$ cat src/hdl/ptm_params.svh
// Register offsets, field positions, reset values and timing counts of the period timer
//
// Contract
// [RULE1] Count from zero, wrap after matching period
// [RULE2] Prescale select: 1, 4 or 16
// [RULE3] Postscaler 1:1 to 1:16 on matches
// [RULE4] Postscaler completion sets flag, enable gates it
// [RULE5] Count or control writes clear both scalers
// [RULE6] Control write leaves counter value alone
// [RULE7] Counter readable, writable, zero at reset
// [RULE8] Period readable, writable, all ones at reset
// [RULE9] Timer runs only while on bit set
// [RULE10] Control bit 7 reads zero; reset zero
// [RULE11] Raw match pulse offered to serial port
// [RULE12] Counter and match offered as PWM base
// [RULE13] Compare only on tick; one match each period
`ifndef PTM_PARAMS_SVH
`define PTM_PARAMS_SVH

`define PTM_OFF_COUNT     12'h000
`define PTM_OFF_PERIOD    12'h004
`define PTM_OFF_CONTROL   12'h008
`define PTM_OFF_FLAGS     12'h00C
`define PTM_OFF_ENABLES   12'h010
`define PTM_OFF_PRIORITY  12'h014

`define PTM_CTL_PRE_LSB   0
`define PTM_CTL_ON_BIT    2
`define PTM_CTL_POST_LSB  3
`define PTM_CTL_MASK      8'h7F
`define PTM_IRQ_BIT       1

`define PTM_RST_COUNT     8'h00
`define PTM_RST_PERIOD    8'hFF
`define PTM_RST_CONTROL   8'h00
`define PTM_RST_FLAGS     8'h00
`define PTM_RST_ENABLES   8'h00
`define PTM_RST_PRIORITY  8'hFF

`define PTM_INSTR_DIV     2'd3
`define PTM_PRE_DIV4      4'd3
`define PTM_PRE_DIV16     4'd15

`endif

$ cat src/hdl/ptm_pkg.sv
// Types of the period timer
package ptm_pkg;

    typedef struct packed {
        logic [11:0] paddr;
        logic        psel;
        logic        penable;
        logic        pwrite;
        logic [31:0] pwdata;
    } ptm_apb_req_t;

    typedef struct packed {
        logic [31:0] prdata;
        logic        pready;
        logic        pslverr;
    } ptm_apb_rsp_t;

    typedef struct packed {
        logic [7:0] count;
        logic       match;
    } ptm_timebase_t;

    typedef struct packed {
        logic [1:0]    instr_div;
        logic [3:0]    pre_cnt;
        logic [3:0]    post_cnt;
        logic [7:0]    count;
        logic [7:0]    period;
        logic [7:0]    control;
        logic [7:0]    flags;
        logic [7:0]    enables;
        logic [7:0]    prio;
        ptm_apb_rsp_t  rsp;
        ptm_timebase_t tb;
        logic          irq;
        logic          irq_high;
    } ptm_state_t;

endpackage

$ cat src/hdl/ptm_timer.sv
// APB-attached 8-bit period timer with prescaler, postscaler and interrupt
//
// Design decisions made here: the placing of the registers and register access over APB.
`timescale 1ns/1ps
`default_nettype none
`include "ptm_params.svh"

module ptm_timer (
    input  wire logic                   pclk,
    input  wire logic                   presetn,
    input  wire ptm_pkg::ptm_apb_req_t  apb_req,
    output var  ptm_pkg::ptm_apb_rsp_t  apb_rsp,
    output var  ptm_pkg::ptm_timebase_t pwm_timebase,
    output var  logic                   ssp_shift_tick,
    output var  logic                   irq,
    output var  logic                   irq_high
);
    import ptm_pkg::*;

    ptm_state_t r;
    ptm_state_t next_r;

    // Prescale terminal count for the select field
    function automatic logic [3:0] pre_limit(input logic [1:0] sel);
        logic [3:0] lim;
        lim = 4'd0;
        if (sel[1]) begin
            lim = `PTM_PRE_DIV16;
        end else if (sel[0]) begin
            lim = `PTM_PRE_DIV4;
        end
        return lim;
    endfunction

    logic       instr_tick;
    logic       pre_tick;
    logic       match;
    logic       post_done;
    logic       wr;
    logic       rd;
    logic       cnt_wr;
    logic       ctl_wr;
    logic [7:0] wbyte;
    logic [7:0] rbyte;
    logic       hit;

    always_comb begin
        next_r = r;
        wr     = apb_req.psel && apb_req.penable && apb_req.pwrite;
        rd     = apb_req.psel && apb_req.penable && !apb_req.pwrite;
        wbyte  = apb_req.pwdata[7:0];
        cnt_wr = wr && (apb_req.paddr == `PTM_OFF_COUNT);
        ctl_wr = wr && (apb_req.paddr == `PTM_OFF_CONTROL);

        // Instruction clock is the bus clock divided by four
        instr_tick = r.control[`PTM_CTL_ON_BIT] && (r.instr_div == `PTM_INSTR_DIV); // RULE9
        pre_tick   = instr_tick
                     && (r.pre_cnt == pre_limit(r.control[`PTM_CTL_PRE_LSB +: 2])); // RULE2
        match      = pre_tick && (r.count == r.period); // RULE13
        post_done  = match && (r.post_cnt == r.control[`PTM_CTL_POST_LSB +: 4]); // RULE3

        if (r.control[`PTM_CTL_ON_BIT]) begin
            next_r.instr_div = r.instr_div + 2'd1;
        end
        if (instr_tick) begin
            next_r.pre_cnt = pre_tick ? 4'd0 : r.pre_cnt + 4'd1;
        end
        if (pre_tick) begin
            next_r.count = match ? 8'h00 : r.count + 8'h01; // RULE1
        end
        if (match) begin
            next_r.post_cnt = post_done ? 4'd0 : r.post_cnt + 4'd1;
        end

        // Register writes
        if (cnt_wr) begin
            next_r.count = wbyte; // RULE7
        end
        if (wr && apb_req.paddr == `PTM_OFF_PERIOD) begin
            next_r.period = wbyte; // RULE8
        end
        if (ctl_wr) begin
            next_r.control = wbyte & `PTM_CTL_MASK; // RULE10 RULE6
        end
        if (wr && apb_req.paddr == `PTM_OFF_ENABLES) begin
            next_r.enables = wbyte;
        end
        if (wr && apb_req.paddr == `PTM_OFF_PRIORITY) begin
            next_r.prio = wbyte;
        end
        if (cnt_wr || ctl_wr) begin
            next_r.pre_cnt   = 4'd0; // RULE5
            next_r.post_cnt  = 4'd0; // RULE5
            next_r.instr_div = 2'd0;
        end

        // Write one to clear; a new event wins over the clear
        if (wr && apb_req.paddr == `PTM_OFF_FLAGS) begin
            next_r.flags = r.flags & ~wbyte;
        end
        if (post_done) begin
            next_r.flags[`PTM_IRQ_BIT] = 1'b1; // RULE4
        end

        hit = 1'b1;
        case (apb_req.paddr)
            `PTM_OFF_COUNT:    rbyte = r.count;
            `PTM_OFF_PERIOD:   rbyte = r.period;
            `PTM_OFF_CONTROL:  rbyte = r.control & `PTM_CTL_MASK; // RULE10
            `PTM_OFF_FLAGS:    rbyte = r.flags;
            `PTM_OFF_ENABLES:  rbyte = r.enables;
            `PTM_OFF_PRIORITY: rbyte = r.prio;
            default: begin
                rbyte = 8'h00;
                hit   = 1'b0;
            end
        endcase

        // Zero-wait slave: answer in the setup cycle, registered for the next
        next_r.rsp.pready  = apb_req.psel && !apb_req.penable;
        next_r.rsp.pslverr = apb_req.psel && !apb_req.penable && !hit;
        next_r.rsp.prdata  = (apb_req.psel && !apb_req.penable && !apb_req.pwrite)
                             ? {24'h00_0000, rbyte} : 32'h0000_0000;
        if (rd) begin
            next_r.rsp.prdata = 32'h0000_0000;
        end

        next_r.tb.count = next_r.count; // RULE12
        next_r.tb.match = match; // RULE11 RULE12
        next_r.irq      = |(next_r.flags & next_r.enables); // RULE4
        next_r.irq_high = |(next_r.flags & next_r.enables & next_r.prio);
    end

    always_ff @(posedge pclk or negedge presetn) begin
        if (!presetn) begin
            r          <= '0;
            r.count    <= `PTM_RST_COUNT; // RULE7 RULE5
            r.period   <= `PTM_RST_PERIOD; // RULE8
            r.control  <= `PTM_RST_CONTROL; // RULE9 RULE10
            r.flags    <= `PTM_RST_FLAGS;
            r.enables  <= `PTM_RST_ENABLES;
            r.prio     <= `PTM_RST_PRIORITY;
        end else begin
            r <= next_r;
        end
    end

    assign apb_rsp        = r.rsp;
    assign pwm_timebase   = r.tb;
    assign ssp_shift_tick = r.tb.match; // RULE11
    assign irq            = r.irq;
    assign irq_high       = r.irq_high;

endmodule
`default_nettype wire

$ cat config.mk
export PLATFORM = sky130hd
export DESIGN_NAME = ptm_timer
export DESIGN_NICKNAME = d
export VERILOG_FILES = /design/src/hdl/ptm_pkg.sv /design/src/hdl/ptm_timer.sv
export VERILOG_INCLUDE_DIRS = /design/src /design/src/hdl
export SDC_FILE = /design/constraint.sdc
export NUM_CORES = 1
export LEC_CHECK = 0
export ABC_AREA = 1
export ABC_CLOCK_PERIOD_IN_PS = 2750
export BUFFER_PORTS_ARGS = -buffer_cell sky130_fd_sc_hd__buf_2
export CORE_MARGIN = 4
export CORE_UTILIZATION = 50
export DETAILED_ROUTE_END_ITERATION = 8
export PLACE_DENSITY = 0.75
export RECOVER_POWER = 50
export SLEW_MARGIN = 25
export SYNTH_ARGS = -nofsm -noshare
export SYNTH_HDL_FRONTEND = slang
export SYNTH_SLANG_ARGS = --single-unit
$ cat constraint.sdc
create_clock -name pclk -period 2.75 [get_ports pclk]
set_clock_uncertainty 0.2 [all_clocks]
set_input_delay 0.6875 -clock pclk [delete_from_list [all_inputs] [get_ports pclk]]
set_output_delay 0.6875 -clock pclk [all_outputs]
set_load 0.02 [all_outputs]
==> flow_summary.ini <==
[power]
seqPwrFrac_pct = 44.8
p_sw_share_pct = 22.0
power.share.clock_pct = 49.9
p_leak_uw = 0.00242
peakVddDrop_uv = 274
p_comb_share_pct = 5.3
power.switching_uw = 508
power_density_nw_per_um2 = 506
p_int_uw = 1800

[logic_synthesis]
ys.warnings.count = 0
yosysUniqueCellTypes = 35
synth_flop_cell = dfrtp_1
seq_area_frac_synth_pct = 42.3
postSynthCellCount = 525
syn-cell-area_sq_um = 4190
synth_edf_count = 0
synth_top_area_share_pct = 32.3
yosys.area.top_type = dfrtp_1
syn_avg_cell_area_sq_um = 7.98
synth_area_leaders = dfrtp_1, nand2_1, dfstp_2
ys_ff_latch = 70
synthArstFlopShare_pct = 100

[global_route]
gr-usage-met2_pct = 33.6
grtUsageMet1_pct = 27.0
gr-total-overflow = 0
grt_pass1_vias = 3372
grt_max_degree = 71
grt.busiest_layer = met2
use_met3_pct = 3.44
antenna_found_initial = 0
track_usage_pct = 20.8
grt_pass1_wl_microns = 16300

[setup_path]
reg2reg_setup_slack_ns = 0.70
slowest_stage = nor2_1
crit_chain = buf_2 -> nor2_1 -> nand2_1 -> nor2_1 -> buf_4 -> nand4_1 -> nand2_1 -> inv_1 -> nand2_1 -> nor2_1 -> nor2_1 -> nand3_1
critPathRequiredTime_ns = 2.78
start_kind = input pin
crit_start = apb_req[46]
max_stage_delay_ns = 0.32
ff2ff_path_depth = 7
critPathKind = in -> reg
r2r-end = irq_high$_DFF_PN0_
cp_data_arrival_time_ns = 2.25
r2r_start = r[70]$_DFFE_PN0P_
critPathMaxFanout = 15
crit_path_end_kind = register
cp_common_cell = nor2_1

[timing]
worst_pin_slew_ns = 1.71
rsz0062_at_grt = false
setup-violations-final = 0
max_freq_mhz = 452
slew_headroom_pct = -13.7
hold_viol_final = 0
whs_ns = 0.294
finalSetupTns_ns = 0
layout_min_cycle_time_ns = 2.21
timing.final.ws_setup_ns = 0.536
drv_slew = 71
timing.final.crit_share_pct = 80.5

[placement]
gp_congestion = 0.916
io_buffer_count = 46
dp_slack_ns = 0.279
dp_cells = 650
dp_hpwl_microns = 7360

[drt]
drt_wl_total_microns = 9780
drc = 0
drtAntennaViolNets = 0
drt-initial-drc-count = 157
viasPerCell = 5.23
vias = 3483
wl_per_cell_microns = 14.7
first_pass_iters = 5

[layout]
nNetsFinal = 609
antenna_cells = 0
drive_gt1_share_pct = 19.3
final_core_utilization_pct = 55.8
fin_cells = 666
num-fill-cells = 778
area_delta_synth_final_pct = 8.93

[clock_tree]
clkTransAtPathRegs_ns = 0.07
cts_resized = 0
tritoncts = done
htreeDepth = 3
clock_sinks = 70
cts_buffers = 9
holdBufCountCts = 0
root_buffer = clkbuf_8
post_cts_buffers = 0
clock_latency_ns = 0.36
cts_max_path_buffers = 2

[worst_hold_path]
hold_class = reg -> reg
hold-path-cell-count = 2
hold_path_end = r[45]$_DFF_PN1_
min-delay-start = r[45]$_DFF_PN1_

[floorplanning]
ios = 95
die_h_microns = 99.5
die-area_sq_um = 9910
start_util_pct = 51.2
die_x_microns = 99.5
fp.coreArea_sq_um = 8180
row_count = 33

[status]
violations = capacitance limit, slew limit
status = finished, violations left

[run]
max_cap_violations = 1
per-stage QoR:
stage | total power, uW | instance area (sq um)
final | 2310 | 4560
after global routing | 2380 | 4560
after CTS | 2330 | 4590
after detailed placement | 1180 | 4310
after global placement | 1180 | 4310
after floorplan | 1150 | 4280
layer usage:
layer | wire length, microns | vias up
met3 | 530 | 27
met2 | 4860 | 111
met5 | 0 | -
li1 | - | 1716
met4 | 295 | 0
met1 | 4090 | 1629
cell type report:
type | count | area [sq um] | share of cell area [%]
Multi-Input combinational cell | 372 | 1900 | 41.6
Timing Repair Buffer | 53 | 293 | 6.42
Clock buffer | 11 | 151 | 3.32
Tap cell | 105 | 131 | 2.88
Clock inverter | 5 | 129 | 2.82
Inverter | 50 | 188 | 4.11
Sequential cell | 70 | 1770 | 38.8
state kept, by name (all words and copies together), names as in the netlist:
signal,cells
pwm_timebase,8
irq_high,1
apb_rsp,10
r,49
irq,1
ssp_shift_tick,1
worst max path at each step:
stage | endpoint
floorplan | pwm_timebase[1]$_DFFE_PN0P_
global placement | apb_rsp[6]$_DFF_PN0_
detailed placement | apb_rsp[6]$_DFF_PN0_
CTS | apb_rsp[6]$_DFF_PN0_
global route | r[54]$_DFF_PN0_
finish | irq_high$_DFF_PN0_
worst max-delay path, delay by kind of cell:
family,cells,cell delay (ns)
buffers and inverters,3,0.41
AND/OR/NAND/NOR,9,1.13
placed cells by master (no fill, tap or decap), types with 2 or more instances in the layout:
cell type | synthesis | final
inv_1 | 45 | 45
o21ai_1 | 11 | 11
nand2_4 | 3 | 3
nand3_1 | 42 | 42
nand2_2 | 6 | 5
xor2_1 | 19 | 19
bufinv_16 | 0 | 4
nor2_1 | 45 | 45
nor3_1 | 4 | 4
buf_4 | 47 | 5
nand2_1 | 124 | 125
o21ai_0 | 28 | 28
xnor2_1 | 2 | 2
dfstp_2 | 16 | 16
o221ai_1 | 3 | 3
conb_1 | 1 | 24
buf_2 | 6 | 46
nand4_1 | 30 | 30
o2111ai_1 | 2 | 2
clkbuf_8 | 0 | 11
o21bai_1 | 4 | 4
ha_1 | 4 | 4
inv_2 | 5 | 5
nor2_4 | 5 | 4
o22ai_1 | 4 | 4
a21oi_1 | 3 | 3
dfrtp_1 | 54 | 54
or2_0 | 2 | 2
power by group through the flow:
| stage | combinational, uW | sequential [uW] | clock [uW] |
|---|---|---|---|
| final | 123 | 1030 | 1150 |
| after global placement | 125 | 1050 | 0 |
| after floorplan | 92.7 | 1050 | 0 |
| after CTS | 127 | 1030 | 1170 |
| after detailed placement | 127 | 1050 | 0 |
| after global routing | 136 | 1030 | 1210 |
cell usage after synthesis (all sizes together), types with 2 or more instances:
library cell	instances
xor2	19
o22ai	5
or2	2
dfstp	16
nand3	44
xnor2	2
nor3	5
ha	4
nand2	133
o221ai	3
buf	55
a21oi	3
nand4	30
o21ai	39
o21bai	4
o2111ai	2
inv	50
dfrtp	54
nor2	50
cells by family (layout without fill, tap and decap cells):
family | after synthesis | in the layout | synth area share [%]
and+or+nand+nor | 265 | 265 | 29.7
muxes | 1 | 1 | 0.269
buffers and inverters | 106 | 119 | 14.2
DFF | 70 | 70 | 42.3
AOI/OAI and AO/OA | 57 | 57 | 7.86
adders and majority gates | 4 | 4 | 1.19
xor gates and xnor gates | 21 | 21 | 4.39
other | 1 | 24 | 0.0895
Power figures use the tool's default switching activity.
